===== src/design/azx_pkg.sv =====
// Purpose: Constants and types for the accumulator round-load / XOR unit.
// Assumes: One 50 MHz clock, synchronous active-low reset.
// Notes:   Wait-state counts come from the memory system as inputs.
package azx_pkg;
  localparam int          ACC_W        = 32;
  localparam int          WORD_W       = 16;
  localparam int          SHORT_W      = 8;
  localparam int          SHIFT_W      = 5;
  localparam int          WAIT_W       = 8;
  localparam int          CNT_W        = 16;
  localparam int          AR_W         = 16;
  localparam logic [15:0] ROUND_LOW    = 16'h8000;
  localparam logic [4:0]  SHIFT_MAX_1  = 5'h10;
  localparam logic [4:0]  SHIFT_MAX_2  = 5'h0F;
  localparam logic [7:0]  ONE_CYC      = 8'h01;

  typedef enum logic [1:0] {
    AZX_OP_ROUND_LOAD,
    AZX_OP_XOR_MEM,
    AZX_OP_XOR_LONG
  } azx_op_t;

  // Indirect update options; codes follow the 3-bit update field.
  typedef enum logic [2:0] {
    AZX_IND_NONE    = 3'h0,
    AZX_IND_DEC     = 3'h1,
    AZX_IND_INC     = 3'h2,
    AZX_IND_SUB_IDX = 3'h4,
    AZX_IND_SUB_BR  = 3'h5,
    AZX_IND_ADD_IDX = 3'h6,
    AZX_IND_ADD_BR  = 3'h7
  } azx_ind_t;

  // Bit reversal used for the bit-reversed add or subtract of the index to the pointer.
  function automatic logic [15:0] azx_bitrev(input logic [15:0] v);
    for (int i = 0; i < 16; i++) begin
      azx_bitrev[i] = v[15-i];
    end
  endfunction
endpackage


===== src/design/azx_unit.sv =====
// Purpose: Round-load and XOR accumulator datapath with cycle timing.
// Assumes: Memory operand and wait counts are valid with start.
// Notes:   Busy is high for one cycle less than the cycle count of each form; one-cycle forms raise only done.
`timescale 1ns/100ps
module azx_unit (
  // Clock and reset
  input  wire logic                    clk_sys,
  input  wire logic                    reset_n,
  // Instruction request
  input  wire logic                    start,
  input  wire azx_pkg::azx_op_t        op,
  input  wire logic                    indirect,
  input  wire azx_pkg::azx_ind_t       ind_mode,
  input  wire logic [azx_pkg::CNT_W-1:0] repeat_count,
  input  wire logic [azx_pkg::WORD_W-1:0] mem_word,
  input  wire logic [azx_pkg::WORD_W-1:0] long_immediate,
  input  wire logic [azx_pkg::SHIFT_W-1:0] shift_cnt,
  // Memory placement and waits
  input  wire logic                    code_ext,
  input  wire logic                    data_ext,
  input  wire logic                    same_sa_block,
  input  wire logic [azx_pkg::WAIT_W-1:0] p_wait,
  input  wire logic [azx_pkg::WAIT_W-1:0] d_wait,
  input  wire logic [azx_pkg::AR_W-1:0] index_reg,
  // Status
  output logic                         busy,
  output logic                         done,
  output logic                         shift_err,
  output logic [azx_pkg::ACC_W-1:0]    accumulator_reg,
  output logic                         carry,
  output logic [azx_pkg::AR_W-1:0]     aux_register,
  output logic [azx_pkg::CNT_W-1:0]    repeat_counter_reg
);
  import azx_pkg::*;

  // ---------------------------------------------------------------
  // Cycle budget
  // ---------------------------------------------------------------
  localparam int TOT_W = 32;
  logic [TOT_W-1:0] total;
  logic [TOT_W-1:0] n;
  logic [TOT_W-1:0] p;
  logic [TOT_W-1:0] d;
  logic             shift_bad;

  always_comb begin
    n = {16'h0000, repeat_count} + 32'h1;
    p = {24'h000000, p_wait};
    d = {24'h000000, d_wait};
    total = n;
    if (op == AZX_OP_XOR_LONG) begin
      total = code_ext ? 32'h2 + (p << 1) : 32'h2;
    end else if (code_ext && data_ext) begin
      total = n + 32'h1 + p + n * d;
    end else if (data_ext) begin
      total = n + n * d;
    end else if (code_ext) begin
      total = n + p;
    end else if (same_sa_block) begin
      total = n + 32'h1;
    end
    shift_bad = (op == AZX_OP_XOR_LONG) ?
                (shift_cnt > SHIFT_MAX_1) : 1'b0;
  end

  // ---------------------------------------------------------------
  // Sequencing
  // ---------------------------------------------------------------
  logic [TOT_W-1:0] left_r;
  logic             busy_r;
  logic             done_r;
  azx_op_t          op_r;
  logic             ind_r;
  azx_ind_t         mode_r;
  logic [WORD_W-1:0] opnd_r;
  logic [SHIFT_W-1:0] sh_r;

  assign busy = busy_r;
  assign done = done_r;

  always_ff @(posedge clk_sys) begin
    if (!reset_n) begin
      busy_r <= 1'b0;
      done_r <= 1'b0;
      left_r <= '0;
      op_r   <= AZX_OP_ROUND_LOAD;
      ind_r  <= 1'b0;
      mode_r <= AZX_IND_NONE;
      opnd_r <= '0;
      sh_r   <= '0;
      shift_err <= 1'b0;
    end else begin
      done_r <= 1'b0;
      if (!busy_r && start) begin
        shift_err <= shift_bad;
        if (!shift_bad) begin
          busy_r <= (total != 32'h1);
          done_r <= (total == 32'h1);
          left_r <= total - 32'h1;
          op_r   <= op;
          ind_r  <= indirect;
          mode_r <= ind_mode;
          opnd_r <= (op == AZX_OP_XOR_LONG) ? long_immediate : mem_word;
          sh_r   <= shift_cnt;
        end
      end else if (busy_r) begin
        left_r <= left_r - 32'h1;
        if (left_r == 32'h1) begin
          busy_r <= 1'b0;
          done_r <= 1'b1;
        end
      end
    end
  end

  // ---------------------------------------------------------------
  // Accumulator datapath
  // ---------------------------------------------------------------
  logic [ACC_W-1:0] imm_shifted;
  assign imm_shifted = ACC_W'({16'h0000, long_immediate} << shift_cnt);

  always_ff @(posedge clk_sys) begin
    if (!reset_n) begin
      accumulator_reg <= '0;
      carry           <= 1'b0;
    end else if (!busy_r && start && !shift_bad) begin
      unique case (op)
        AZX_OP_ROUND_LOAD:
          accumulator_reg <= {mem_word, ROUND_LOW};
        AZX_OP_XOR_MEM:
          accumulator_reg <= {accumulator_reg[31:16],
                              accumulator_reg[15:0] ^ mem_word};
        AZX_OP_XOR_LONG:
          accumulator_reg <= accumulator_reg ^ imm_shifted;
      endcase
    end
  end

  // ---------------------------------------------------------------
  // Pointer and repeat counter
  // ---------------------------------------------------------------
  function automatic logic [AR_W-1:0] ar_upd(input logic [AR_W-1:0] a,
                                             input azx_ind_t m,
                                             input logic [AR_W-1:0] x);
    unique case (m)
      AZX_IND_NONE:    ar_upd = a;
      AZX_IND_INC:     ar_upd = a + 16'h0001;
      AZX_IND_DEC:     ar_upd = a - 16'h0001;
      AZX_IND_ADD_IDX: ar_upd = a + x;
      AZX_IND_SUB_IDX: ar_upd = a - x;
      AZX_IND_ADD_BR:  ar_upd = azx_bitrev(azx_bitrev(a) + azx_bitrev(x));
      AZX_IND_SUB_BR:  ar_upd = azx_bitrev(azx_bitrev(a) - azx_bitrev(x));
      default:         ar_upd = a;
    endcase
  endfunction

  logic first_pass;
  assign first_pass = !busy_r && start && !shift_bad;

  always_ff @(posedge clk_sys) begin
    if (!reset_n) begin
      aux_register       <= '0;
      repeat_counter_reg <= '0;
    end else if (first_pass) begin
      repeat_counter_reg <= repeat_count;
      if (indirect && op != AZX_OP_XOR_LONG) begin
        aux_register <= ar_upd(aux_register, ind_mode, index_reg);
      end
    end else if (busy_r && repeat_counter_reg != '0) begin
      repeat_counter_reg <= repeat_counter_reg - 16'h0001;
      if (ind_r && op_r != AZX_OP_XOR_LONG) begin
        aux_register <= ar_upd(aux_register, mode_r, index_reg);
      end
    end
  end

  // ---------------------------------------------------------------
  // Checks
  // ---------------------------------------------------------------
  AST_ROUND_LOW: assert property (@(posedge clk_sys) disable iff (!reset_n)
    first_pass && op == AZX_OP_ROUND_LOAD |=>
    accumulator_reg[15:0] == ROUND_LOW)
    else $error("round load low half wrong");
  AST_ROUND_HIGH: assert property (@(posedge clk_sys) disable iff (!reset_n)
    first_pass && op == AZX_OP_ROUND_LOAD |=>
    accumulator_reg[31:16] == $past(mem_word))
    else $error("round load high half wrong");
  AST_XOR_HIGH_KEPT: assert property (@(posedge clk_sys)
    disable iff (!reset_n) first_pass && op == AZX_OP_XOR_MEM |=>
    $stable(accumulator_reg[31:16]) && $stable(carry))
    else $error("memory xor changed upper half");
  AST_ONE_CYCLE: assert property (@(posedge clk_sys) disable iff (!reset_n)
    first_pass && op != AZX_OP_XOR_LONG && repeat_count == 16'h0000 &&
    !code_ext && !data_ext && !same_sa_block |=> done && !busy)
    else $error("on-chip single not one cycle");
  AST_SAME_BLOCK: assert property (@(posedge clk_sys) disable iff (!reset_n)
    first_pass && op != AZX_OP_XOR_LONG && repeat_count == 16'h0000 &&
    !code_ext && !data_ext && same_sa_block |=> busy ##1 done)
    else $error("same block not two cycles");
  AST_LONG_TWO: assert property (@(posedge clk_sys) disable iff (!reset_n)
    first_pass && op == AZX_OP_XOR_LONG && !code_ext |=>
    !done ##1 done)
    else $error("long xor not two cycles");
  AST_SHIFT_RANGE: assert property (@(posedge clk_sys) disable iff (!reset_n)
    !busy && start && op == AZX_OP_XOR_LONG && shift_cnt > SHIFT_MAX_1 |=>
    shift_err && !busy)
    else $error("bad shift accepted");
  AST_RPT_COUNT: assert property (@(posedge clk_sys) disable iff (!reset_n)
    busy && repeat_counter_reg != 16'h0000 |=>
    repeat_counter_reg == $past(repeat_counter_reg) - 16'h0001)
    else $error("repeat counter not counting");
  AST_EXT_BOTH: assert property (@(posedge clk_sys) disable iff (!reset_n)
    first_pass && op != AZX_OP_XOR_LONG && repeat_count == 16'h0000 &&
    code_ext && data_ext |=>
    busy && left_r == $past({24'h000000, d_wait}) +
                      $past({24'h000000, p_wait}) + 32'h1)
    else $error("both external not 2+d+p");

  // ---------------------------------------------------------------
  // Timing checks on the loaded cycle budget
  // ---------------------------------------------------------------
  // The remaining count after acceptance is the total minus one, so
  // each form can be checked at the taking edge rather than at done.
  AST_DATA_EXT: assert property (@(posedge clk_sys) disable iff (!reset_n)
    first_pass && op != AZX_OP_XOR_LONG && repeat_count == 16'h0000 &&
    data_ext && !code_ext |=>
    left_r == $past({24'h000000, d_wait}))
    else $error("external operand not 1+d");
  AST_CODE_EXT: assert property (@(posedge clk_sys) disable iff (!reset_n)
    first_pass && op != AZX_OP_XOR_LONG && repeat_count == 16'h0000 &&
    code_ext && !data_ext |=>
    left_r == $past({24'h000000, p_wait}))
    else $error("external code not 1+p");
  AST_LONG_EXT: assert property (@(posedge clk_sys) disable iff (!reset_n)
    first_pass && op == AZX_OP_XOR_LONG && code_ext |=>
    left_r == $past({23'h000000, p_wait, 1'b0}) + 32'h1)
    else $error("external long xor not 2+2p");
  AST_RPT_ONCHIP: assert property (@(posedge clk_sys) disable iff (!reset_n)
    first_pass && op != AZX_OP_XOR_LONG && !code_ext && !data_ext &&
    !same_sa_block |=>
    left_r == $past({16'h0000, repeat_count}))
    else $error("on-chip repeat not n cycles");
  AST_BUSY_ENDS: assert property (@(posedge clk_sys) disable iff (!reset_n)
    busy && left_r == 32'h1 |=> !busy && done)
    else $error("busy did not end with done");
  // A new request may be taken while done is high, so the pulse check
  // only applies when no start is waiting in that cycle.
  AST_DONE_PULSE: assert property (@(posedge clk_sys) disable iff (!reset_n)
    done && !start |=> !done)
    else $error("done longer than one cycle");

  // ---------------------------------------------------------------
  // Datapath checks
  // ---------------------------------------------------------------
  AST_XOR_MEM_LOW: assert property (@(posedge clk_sys) disable iff (!reset_n)
    first_pass && op == AZX_OP_XOR_MEM |=>
    accumulator_reg[15:0] ==
      $past(accumulator_reg[15:0] ^ mem_word))
    else $error("memory xor low half wrong");
  AST_XOR_LONG_VAL: assert property (@(posedge clk_sys) disable iff (!reset_n)
    first_pass && op == AZX_OP_XOR_LONG |=>
    accumulator_reg == $past(accumulator_reg ^
      ({16'h0000, long_immediate} << shift_cnt)))
    else $error("long xor result wrong");
  AST_CARRY_KEPT: assert property (@(posedge clk_sys) disable iff (!reset_n)
    !carry)
    else $error("carry changed");
  // Results land at acceptance; the busy time is only the bus cost.
  AST_ACC_HELD: assert property (@(posedge clk_sys) disable iff (!reset_n)
    busy |=> $stable(accumulator_reg))
    else $error("accumulator moved while busy");
  AST_AR_DIRECT: assert property (@(posedge clk_sys) disable iff (!reset_n)
    first_pass && !indirect |=> $stable(aux_register))
    else $error("pointer moved on direct operand");
  AST_RPT_LOAD: assert property (@(posedge clk_sys) disable iff (!reset_n)
    first_pass |=> repeat_counter_reg == $past(repeat_count))
    else $error("repeat counter not loaded");
  AST_SHIFT_OK: assert property (@(posedge clk_sys) disable iff (!reset_n)
    !busy && start && op == AZX_OP_XOR_LONG &&
    shift_cnt <= SHIFT_MAX_1 |=> !shift_err)
    else $error("legal shift refused");
endmodule


===== config.mk =====
export PLATFORM = sky130hd
export DESIGN_NAME = azx_unit
export DESIGN_NICKNAME = d
export VERILOG_FILES = /design/src/design/azx_pkg.sv /design/src/design/azx_unit.sv
export SDC_FILE = /design/constraint.sdc
export NUM_CORES = 1
export LEC_CHECK = 0
export ABC_CLOCK_PERIOD_IN_PS = 9800
export BUFFER_PORTS_ARGS = -buffer_cell sky130_fd_sc_hd__buf_2
export CORE_UTILIZATION = 40
export CTS_BUF_LIST = sky130_fd_sc_hd__clkbuf_8
export DETAILED_ROUTE_END_ITERATION = 16
export GPL_TIMING_DRIVEN = 0
export PLACE_DENSITY = 0.62
export SYNTH_ARGS = -nofsm -noshare
export SYNTH_HDL_FRONTEND = slang
export SYNTH_SLANG_ARGS = --single-unit
export TNS_END_PERCENT = 1

===== constraint.sdc =====
create_clock -name clk_sys -period 9.8 [get_ports clk_sys]
set_input_delay 1.96 -clock clk_sys [delete_from_list [all_inputs] [get_ports clk_sys]]
set_output_delay 1.96 -clock clk_sys [all_outputs]
set_load 0.02 [all_outputs]

==> results of run 1 <==
Yosys cell counts (all sizes together), types with 11 or more instances:
cell type	n
fa	104
a22o	17
nor4	33
and3	21
o41ai	14
nand3	70
a21boi	12
nand4	28
nand2b	34
a221oi	21
o21bai	17
nor2	249
o211ai	27
o21ai	205
buf	29
a21o	28
nand2	267
a21oi	250
or3	27
clkinv	11
a22oi	36
xnor2	143
mux2i	33
xor2	50
o22ai	26
a211oi	35
o21a	21
mux2	14
o31ai	23
dfxtp	105
nor3	90
a31oi	27
clkbuf	139
inv	220
nor2b	88
and2	81
ha	144
a311oi	13
or2	17
or4	13
critical path, delay by kind of cell:
kind	cells	cell delay (ns)
fa+ha+maj	8	3.20
compound gates	8	1.60
simple gates	8	1.57
buf+inv	7	0.78
xor+xnor	4	0.85
worst max-delay path by stage:
stage	cells after the start	slack, ns	end
5_1_grt	32	-0.08	left_r[23]$_SDFFE_PN0P_
6_report	35	0.12	left_r[23]$_SDFFE_PN0P_
4_1_cts	32	0.002	done$_SDFF_PN0_
2_1_floorplan	34	0.01	left_r[24]$_SDFFE_PN0P_
3_5_place_dp	35	-1.83	left_r[24]$_SDFFE_PN0P_
3_3_place_gp	35	-1.74	done$_SDFF_PN0_
where the power goes:
part	switching, mW	leakage (nW)	internal (mW)
logic	4.32	9.10	3.06
clock network	0.191	0.110	0.123
registers	0.0683	0.858	0.483
final cells by class:
type,instances,area [um^2],area share
Antenna cell,2,5.00,0.000206
Buffer,163,785,0.0323
Clock buffer,9,124,0.00509
Clock inverter,7,87.6,0.00360
Inverter,231,881,0.0362
Multi-Input combinational cell,2418,18000,0.739
Sequential cell,105,2100,0.0865
Tap cell,680,851,0.0350
Timing Repair Buffer,239,1500,0.0617
Timing Repair inverter,2,12.5,0.000515
metal layers:
| metal | vias up | track usage | share of wire | wire length [um] |
|---|---|---|---|---|
| met1 | 11300 | 0.412 | 0.43 | 36700 |
| li1 | 10900 | - | - | - |
| met3 | 153 | 0.0322 | 0.075 | 6360 |
| met2 | 1052 | 0.515 | 0.47 | 39800 |
| met5 | - | 0 | 0 | 0 |
| met4 | 0 | 0.0940 | 0.028 | 2360 |
cell families after synthesis:
group           count (synthesis)
fa+ha+maj                     248
compound gates                870
flops                         105
simple gates                 1055
xor+xnor                      194
mux                            49
buf+inv                       399
other cells                     1
timing repair:
item | 4_1_cts | 5_1_grt
resized for setup | 104 | 126
buffers inserted | 21 | 59
cloned | 0 | 5
pin swaps | 20 | 64
setup endpoints to repair | 24 | 22
metrics by stage:
stage	std cells	setup TNS, ns
floorplan	2922	0
global placement	3757	-32.75
detailed placement	3758	-35.55
CTS	3791	0
global route	3856	-0.124
finish	3856	0
==> qor.yml, run 1 <==
final_nets: 3514
pre_cts_ws_ns: -1.83
max_stage_delay_ns: 0.56
numCtsBuffers: 9
drc_errors: 0
finalCoreUtilization: 0.474
drive_above_1_share: 0.145
cts_buffer_depth: 2
final_common_cell: "nand2_1"
finalWeightedCongestion: 0.978
synth.cell_area_mm2: 0.0207
synth_area_leaders: "dfxtp_1 10%, fa_1 10%, ha_1 8.7%"
worst_slack_ns: 0.117
postSynth.asyncResetShare: 0
antenna_found_initial: 2
die_area_mm2: 0.0527
synth_top_flop_cell: "dfxtp_1"
synthAdderAreaFrac: 0.187
rr_startpoint: "aux_register[1]$_SDFFE_PN0P_"
min_path_cells: 2
dp_hpwl_mm: 65.8
setup_viol: 0
synth_edf_count: 0
port_buffers: 155
hp-start: "left_r[1]$_SDFFE_PN0P_"
ant_nets: 0
seq_area_frac_synth: 0.101
filler_cell_count: 5229
yosys.area.top_type: "dfxtp_1"
wire_per_inst_um: 22.1
yosys_warnings: 0
synth_compound_gate_area_share: 0.272
ir_worst_vdd_mv: 0.371
skew_ns: 0.0305
rrSetupSlack_ns: 5.42
relSlewSlack: 0.211
vias: 23400
worstSetupPathType: "primary input to flip-flop"
p_per_area_mw_per_mm2: 339
power_mw: 8.24
crit_path_start: "repeat_count[1]"
r2r_end: "aux_register[15]$_SDFFE_PN0P_"
ys_ff_latch: 105
start_kind: "primary input"
wirelength_mm: 85.2
viasPerCell: 6.08
synth_xor_area_frac: 0.0830
power_leakage_nw: 10.1
worst-slew-pin-transition_ns: 1.18
clkSinkCount: 105
maxCapViolCount: 0
slew_violations: 0
holdPathEnd: "left_r[1]$_SDFFE_PN0P_"
die_x_um: 230
firstDrtPassIters: 6
synthSimpleGateAreaFrac: 0.256
cp-end-kind: "flip-flop"
arrival_ns: 10.00
crit_top_cell: "fa_1"
grt_usage: 0.307
synth_top_cell_area_share: 0.101
start_util: 0.404
outcome: "finished clean"
grt_overflow_total: 0
synthDistinctLibCells: 107
drtIter0Drc: 2345
cp.required_ns: 10.12
cts-root-buf: "clkbuf_8"
hp-class: "flip-flop to flip-flop"
htree_levels: 3
synth_cells: 2921
cp_slowest_cell: "or4_4"
core-area_mm2: 0.0513
io-pin-count: 165
reg2reg_depth: 14
rows: 83
clock_latency_ns: 0.45
grt_pass1_vias: 22000
dpl_cell_area_mm2: 0.0224
area.growth.synth_to_final_pct: 17.3
synth_top_family_by_area: "compound AO/OA/AOI/OAI gates"
die_h_um: 230
hold_violations: 0
clock.fmax_ghz: 0.103
syn_avg_cell_area_um2: 7.10
period_needed_ns: 9.68
timing.hold.ws_ns: 0.469
worst-path-max-fanout: 9
synth_mux_area_frac: 0.0259
grt_max_degree: 20
grt_pass1_wl_mm: 128
cts_tree: "done"
final_area_mm2: 0.0243
post-route-period-util: 0.988
final_cell_mix: "261 x nand2_1, 245 x nor2_1, 238 x a21oi_1"
postCtsHoldBufs: 0
clk_pin_slew_ns: 0.13
Power figures use the tool's default switching activity.
==> inputs of run 2 (changes only) <==
--- a/config.mk
+++ b/config.mk
@@ -8,10 +8,12 @@
 export ABC_CLOCK_PERIOD_IN_PS = 9800
 export BUFFER_PORTS_ARGS = -buffer_cell sky130_fd_sc_hd__buf_2
 export CORE_UTILIZATION = 40
-export CTS_BUF_LIST = sky130_fd_sc_hd__clkbuf_8
+export CTS_BUF_LIST = sky130_fd_sc_hd__clkbuf_4
 export DETAILED_ROUTE_END_ITERATION = 16
 export GPL_TIMING_DRIVEN = 0
+export MAX_ROUTING_LAYER = met4
 export PLACE_DENSITY = 0.62
+export SETUP_SLACK_MARGIN = 0.3
 export SYNTH_ARGS = -nofsm -noshare
 export SYNTH_HDL_FRONTEND = slang
 export SYNTH_SLANG_ARGS = --single-unit
==> run 2 against run 1 <==
Clock skew grew 0.0023 ns. Sequential power is essentially flat. Routed wire length shrank 1.1%. Worst setup slack gained 0.16 ns. Maximum frequency grew 1.7%. Clock-buffer cell count is the same. Die area is the same. Worst hold slack gained 0.011 ns. Via count shrank 0.30%.
==> qor.yml, run 2 (synthesis results as in run 1) <==
outcome: "finished clean"
grt_max_degree: 19  # -5.0%
final_cell_mix: "263 x nand2_1, 244 x nor2_1, 235 x a21oi_1"
final_area_mm2: 0.0238  # -2.3%
core-area_mm2: 0.0513  # unchanged
numCtsBuffers: 9  # unchanged
firstDrtPassIters: 6  # unchanged
start_util: 0.404  # unchanged
hp-class: "flip-flop to flip-flop"
clock_latency_ns: 0.54  # +0.09 ns
drive_above_1_share: 0.130  # -0.0146
holdPathEnd: "left_r[1]$_SDFFE_PN0P_"
clock.fmax_ghz: 0.105  # +1.7%
drc_errors: 0  # unchanged
grt_pass1_vias: 22100  # +0.35%
worst_slack_ns: 0.282  # +0.165 ns
rows: 83  # unchanged
slew_violations: 0  # unchanged
rr_startpoint: "aux_register[0]$_SDFFE_PN0P_"
final_cells: 3824  # -0.83%
ir_worst_vdd_mv: 0.361  # -2.8%
io-pin-count: 165  # unchanged
r2r_end: "aux_register[15]$_SDFFE_PN0P_"
htree_levels: 3  # unchanged
hp-start: "left_r[1]$_SDFFE_PN0P_"
grt_usage: 0.316  # +0.00908
placed_cells: 3758  # unchanged
relSlewSlack: 0.119  # -0.0922
regArea_mm2: 0.00210  # unchanged
rrSetupSlack_ns: 4.93  # -0.49 ns
max_stage_delay_ns: 0.55  # about the same
pre_cts_ws_ns: -1.54  # +0.288 ns
period_needed_ns: 9.52  # -0.165 ns
grt_overflow_total: 0  # unchanged
worst-path-max-fanout: 8  # -1
start_kind: "primary input"
area.growth.synth_to_final_pct: 14.6
ant_nets: 0  # unchanged
antenna_found_initial: 4  # +2
filler_cell_count: 5364  # +2.6%
hold_violations: 0  # unchanged
reg2reg_depth: 15  # +1
die_x_um: 230  # unchanged
cts-root-buf: "clkbuf_4"
viasPerCell: 6.11  # +0.53%
p_per_area_mw_per_mm2: 343  # +1.1%
maxCapViolCount: 0  # unchanged
power_mw: 8.14  # -1.2%
grt_pass1_wl_mm: 128  # -0.38%
power_leakage_nw: 9.83  # -2.4%
tns_ns: 0  # unchanged
multi_input_area_mm2: 0.0178  # -0.75%
drtIter0Drc: 2536  # +8.1%
post-route-period-util: 0.971  # -0.0168
die_h_um: 230  # unchanged
die_area_mm2: 0.0527  # unchanged
cp_slowest_cell: "fa_1"
worst-slew-pin-transition_ns: 1.29  # +0.109 ns
timing.hold.ws_ns: 0.480  # +0.0111 ns
cts_buffer_depth: 2  # unchanged
vias: 23400  # -0.30%
min_path_cells: 2  # unchanged
setup_viol: 0  # unchanged
clk_pin_slew_ns: 0.21  # +0.08 ns
wire_per_inst_um: 22.1  # -0.22%
final_nets: 3478  # -1.0%
finalCoreUtilization: 0.463  # -0.0107
finalWeightedCongestion: 0.996  # +1.8%
clkSinkCount: 105  # unchanged
arrival_ns: 9.95  # -0.05 ns
rsz0062_at_grt: "true"
dp_hpwl_mm: 66.2  # +0.49%
wirelength_mm: 84.3  # -1.1%
dpl_cell_area_mm2: 0.0225  # +0.50%
skew_ns: 0.0328  # +0.00231 ns
final_common_cell: "nand2_1"
cp.required_ns: 10.23  # +0.11 ns
cp-end-kind: "flip-flop"
cts_tree: "done"
worstSetupPathType: "primary input to flip-flop"
port_buffers: 155  # unchanged
## run 2: per-layer routing
metal | track usage | up-vias | wire, um
met5 | - | - | 0
met4 | 0.0825 | 0 | 1910
li1 | - | 10800 | -
met2 | 0.480 | 1103 | 37200
met1 | 0.436 | 11300 | 38200
met3 | 0.0459 | 138 | 7000
## run 2: power breakdown
group | internal [mW] | switching, mW | total [mW]
clock | 0.0802 | 0.183 | 0.263
sequential | 0.483 | 0.0684 | 0.551
combinational | 3.02 | 4.30 | 7.33
## run 2: worst max path at each step
stage	start	end	slack (ns)
finish	repeat_count[0]	done$_SDFF_PN0_	0.28
global route	repeat_count[5]	left_r[23]$_SDFFE_PN0P_	0.06
floorplan	repeat_count[5]	left_r[23]$_SDFFE_PN0P_	0.29
CTS	repeat_count[0]	left_r[21]$_SDFFE_PN0P_	0.20
global placement	repeat_count[4]	left_r[24]$_SDFFE_PN0P_	-1.60
detailed placement	repeat_count[4]	done$_SDFF_PN0_	-1.54
## run 2: critical path: cells and delay by family
kind | cells | cell delay (ns)
adder cells (fa/ha/maj) | 8 | 3.24
AO/OA/AOI/OAI | 8 | 1.76
AND/OR/NAND/NOR | 11 | 1.63
buffers and inverters | 7 | 0.76
XOR/XNOR | 2 | 0.37
multiplexers | 1 | 0.19
## run 2: final cells by class
| class | instances | share of cell area |
|---|---|---|
| diodes | 6 | 0.000632 |
| plain buffers | 168 | 0.0333 |
| clock buffers | 9 | 0.00284 |
| clock inverters | 7 | 0.00321 |
| inverters | 231 | 0.0370 |
| multi-input cells | 2418 | 0.750 |
| flip-flops and latches | 105 | 0.0885 |
| well taps | 680 | 0.0358 |
| repair buffers | 200 | 0.0484 |
## run 2: repair_timing
action / in CTS / in global routing
endpoints found under the hold margin: 0 / 0
pin swaps: 20 / 36
hold buffers: 0 / 0
gates resized for setup: 91 / 75
setup endpoints to repair: 23 / 22
setup buffers: 25 / 19
==> inputs of run 3 (changes only) <==
--- a/config.mk
+++ b/config.mk
@@ -5,6 +5,7 @@
 export SDC_FILE = /design/constraint.sdc
 export NUM_CORES = 1
 export LEC_CHECK = 0
+export ABC_AREA = 1
 export ABC_CLOCK_PERIOD_IN_PS = 9800
 export BUFFER_PORTS_ARGS = -buffer_cell sky130_fd_sc_hd__buf_2
 export CORE_UTILIZATION = 40
@@ -12,7 +13,6 @@
 export DETAILED_ROUTE_END_ITERATION = 16
 export GPL_TIMING_DRIVEN = 0
 export MAX_ROUTING_LAYER = met4
-export PLACE_DENSITY = 0.62
 export SETUP_SLACK_MARGIN = 0.3
 export SYNTH_ARGS = -nofsm -noshare
 export SYNTH_HDL_FRONTEND = slang
==> run 3 against run 2 <==
Clock-buffer cell count stayed put. Design area down 2.3%. Register-to-register slack better by 0.40 ns. Clock power down 7%. Combinational power down 21%. Non-clock buffer count down 82. Global-route usage grew 0.42 points. Power decreased by 19%. Via count rose by 4.2%.
==> qor.yml, run 3 <==
antenna_found_initial: 2  # -2
finalWeightedCongestion: 1.00  # +0.67%
synth_top_family_by_area: "simple AND/OR/NAND/NOR gates"
wirelength_mm: 85.3  # +1.1%
filler_cell_count: 5841  # +8.9%
combPwrFrac: 0.881  # -0.019
yosys_warnings: 0  # unchanged
synth_area_leaders: "nand2_1 14%, dfxtp_1 9.9%, fa_1 9.8%"
synthSimpleGateAreaFrac: 0.336  # +0.0801
postCtsHoldBufs: 0  # unchanged
synth.cell_area_mm2: 0.0212  # +2.4%
p_per_area_mw_per_mm2: 283  # -18%
ir_worst_vdd_mv: 0.320  # -11%
vias: 24300  # +4.2%
arrival_ns: 9.54  # -0.41 ns
p_switching_mw: 4.07  # -11%
grt_pass1_wl_mm: 130  # +1.8%
grt_max_degree: 21  # +2
seqPwrFrac: 0.082  # +0.014
synth_top_flop_cell: "dfxtp_1"
worst-path-max-fanout: 10  # +2
seq_area_frac_synth: 0.0990  # -0.00235
final_cell_mix: "806 x nand2_1, 530 x inv_1, 405 x nor2_1"
cp-end-kind: "flip-flop"
grt_usage: 0.320  # +0.00421
rows: 84  # +1.2%
firstDrtPassIters: 6  # unchanged
numCtsBuffers: 9  # unchanged
cts-root-buf: "clkbuf_4"
die_x_um: 232  # +1.2%
multi_input_area_mm2: 0.0167  # -6.4%
area.growth.synth_to_final_pct: 9.38
drc_errors: 0  # unchanged
postSynth.asyncResetShare: 0  # unchanged
viasPerCell: 5.49  # -10%
synth_mux_area_frac: 0.00141  # -0.0245
slew_violations: 0  # unchanged
final_common_cell: "nand2_1"
clock_latency_ns: 0.54  # about the same
die_area_mm2: 0.0540  # +2.4%
rsz0062_at_grt: "false"
finalCoreUtilization: 0.443  # -0.0205
cts_tree: "done"
worst-slew-pin-transition_ns: 1.03  # -0.255 ns
relSlewSlack: 0.306  # +0.186
synthAdderAreaFrac: 0.183  # -0.00435
clock.fmax_ghz: 0.110  # +4.9%
worstSetupPathType: "primary input to flip-flop"
yosys.area.top_type: "nand2_1"
worst_slack_ns: 0.729  # +0.448 ns
crit_top_cell: "nand2_1"
maxCapViolCount: 0  # unchanged
synth_cells: 3557  # +22%
max_stage_delay_ns: 0.54  # about the same
period_needed_ns: 9.07  # -0.448 ns
hp-class: "flip-flop to flip-flop"
outcome: "finished clean"
io-pin-count: 165  # unchanged
die_h_um: 232  # +1.2%
power.share.switching: 0.621  # +0.0611
synth_compound_gate_area_share: 0.199  # -0.0732
clkSinkCount: 105  # unchanged
port_buffers: 161  # +3.9%
grt_overflow_total: 0  # unchanged
synthDistinctLibCells: 62  # -42%
clk_pin_slew_ns: 0.19  # -0.02 ns
skew_ns: 0.0612  # +0.0285 ns
pre_cts_ws_ns: -0.777  # +0.766 ns
post-route-period-util: 0.926  # -0.0457
clkPwrFrac: 0.037  # +0.005
start_util: 0.405  # +0.000587
synth_xor_area_frac: 0.0606  # -0.0224
core-area_mm2: 0.0524  # +2.2%
ant_nets: 0  # unchanged
setup_viol: 0  # unchanged
htree_levels: 3  # unchanged
power_leakage_nw: 11.7  # +19%
synth_common_cells: "811 x nand2_1, 531 x inv_1, 409 x nor2_1, 281 x o21ai_0, 238 x a21oi_1"
cp_slowest_cell: "fa_1"
synth_top_cell_area_share: 0.143  # +0.0420
syn_avg_cell_area_um2: 5.97  # -16%
drive_above_1_share: 0.0864  # -0.0439
wire_per_inst_um: 19.2  # -13%
final_nets: 4078  # +17%
grt_pass1_vias: 22500  # +1.9%
p_int_mw: 2.49  # -31%
synth_most_common_cell: "nand2_1"
ys_ff_latch: 105  # unchanged
dp_hpwl_mm: 71.5  # +8.0%
hold_violations: 0  # unchanged
timing.hold.ws_ns: 0.470  # -0.00997 ns
cts_buffer_depth: 2  # unchanged
drtIter0Drc: 2040  # -20%
regArea_mm2: 0.00210  # unchanged
start_kind: "primary input"
power_mw: 6.56  # -19%
synth_edf_count: 0  # unchanged
cp.required_ns: 10.27  # +0.04 ns
## run 3: cell types whose count changed after synthesis, sizes merged, moves of 86 or more
cell and change:
nor2 +192, inv +320, nand3 +164, nor2b -88
o21ai +86, nand2 +571, xnor2 -119
## run 3: cells by family after synthesis
logic type	Yosys count
flip-flops	105
AO/OA/AOI/OAI	737
AND/OR/NAND/NOR	1650
adder cells (fa/ha/maj)	248
XOR/XNOR	146
multiplexers	3
other	1
buffers and inverters	667
## run 3: power by group through the flow
| stage | clock [mW] | combinational [mW] | sequential (mW) |
|---|---|---|---|
| after floorplan | 0 | 4.21 | 0.551 |
| after global placement | 0 | 5.53 | 0.542 |
| after detailed placement | 0 | 5.53 | 0.542 |
| after CTS | 0.247 | 5.61 | 0.533 |
| after global routing | 0.263 | 6.52 | 0.542 |
| final | 0.244 | 5.78 | 0.536 |
## run 3: final cells by class
class	count	area share
diodes	6	0.000647
plain buffers	122	0.0222
clock buffers	9	0.00291
clock inverters	7	0.00286
inverters	545	0.0885
multi-input cells	2786	0.719
flip-flops and latches	105	0.0905
well taps	688	0.0371
repair buffers	164	0.0364
## run 3: stage by stage
step	TNS (ns)	instances	area, um^2
2_1_floorplan	0	3558	21200
3_3_place_gp	-9.24	4407	22900
3_5_place_dp	-9.61	4407	22900
4_1_cts	0	4424	23100
5_1_grt	0	4429	23200
6_report	0	4432	23200
## run 3: worst paths after layout
| check | from | end | slack [ns] | depth (start not counted) |
|---|---|---|---|---|
| hold / removal | op_r[1]$_SDFFE_PN0P_ | op_r[1]$_SDFFE_PN0P_ | 0.47 | 2 |
| setup reg to reg | aux_register[2]$_SDFFE_PN0P_ | aux_register[12]$_SDFFE_PN0P_ | 5.33 | 16 |
| hold reg to reg | op_r[1]$_SDFFE_PN0P_ | op_r[1]$_SDFFE_PN0P_ | 0.47 | 2 |
| setup / recovery | repeat_count[1] | left_r[25]$_SDFFE_PN0P_ | 0.73 | 41 |
## run 3: timing repair
item / CTS / global route
pin swaps: 1 / 2
setup buffers: 1 / 2
gates resized for setup: 5 / 34
setup endpoints to repair: 15 / 18
## run 3: layer usage
layer	wire length [um]	global-route usage	vias up
li1	-	-	12000
met1	37600	0.410	11300
met5	0	-	-
met2	39100	0.515	878
met4	3700	0.128	0
met3	4910	0.0308	184
## run 3: worst max-delay path, delay by kind of cell
kind	cells	cell delay [ns]
AOI/OAI and AO/OA	3	0.43
xor gates and xnor gates	1	0.16
adders and majority gates	8	3.24
buffers and inverters	6	0.82
and+or+nand+nor	23	2.89
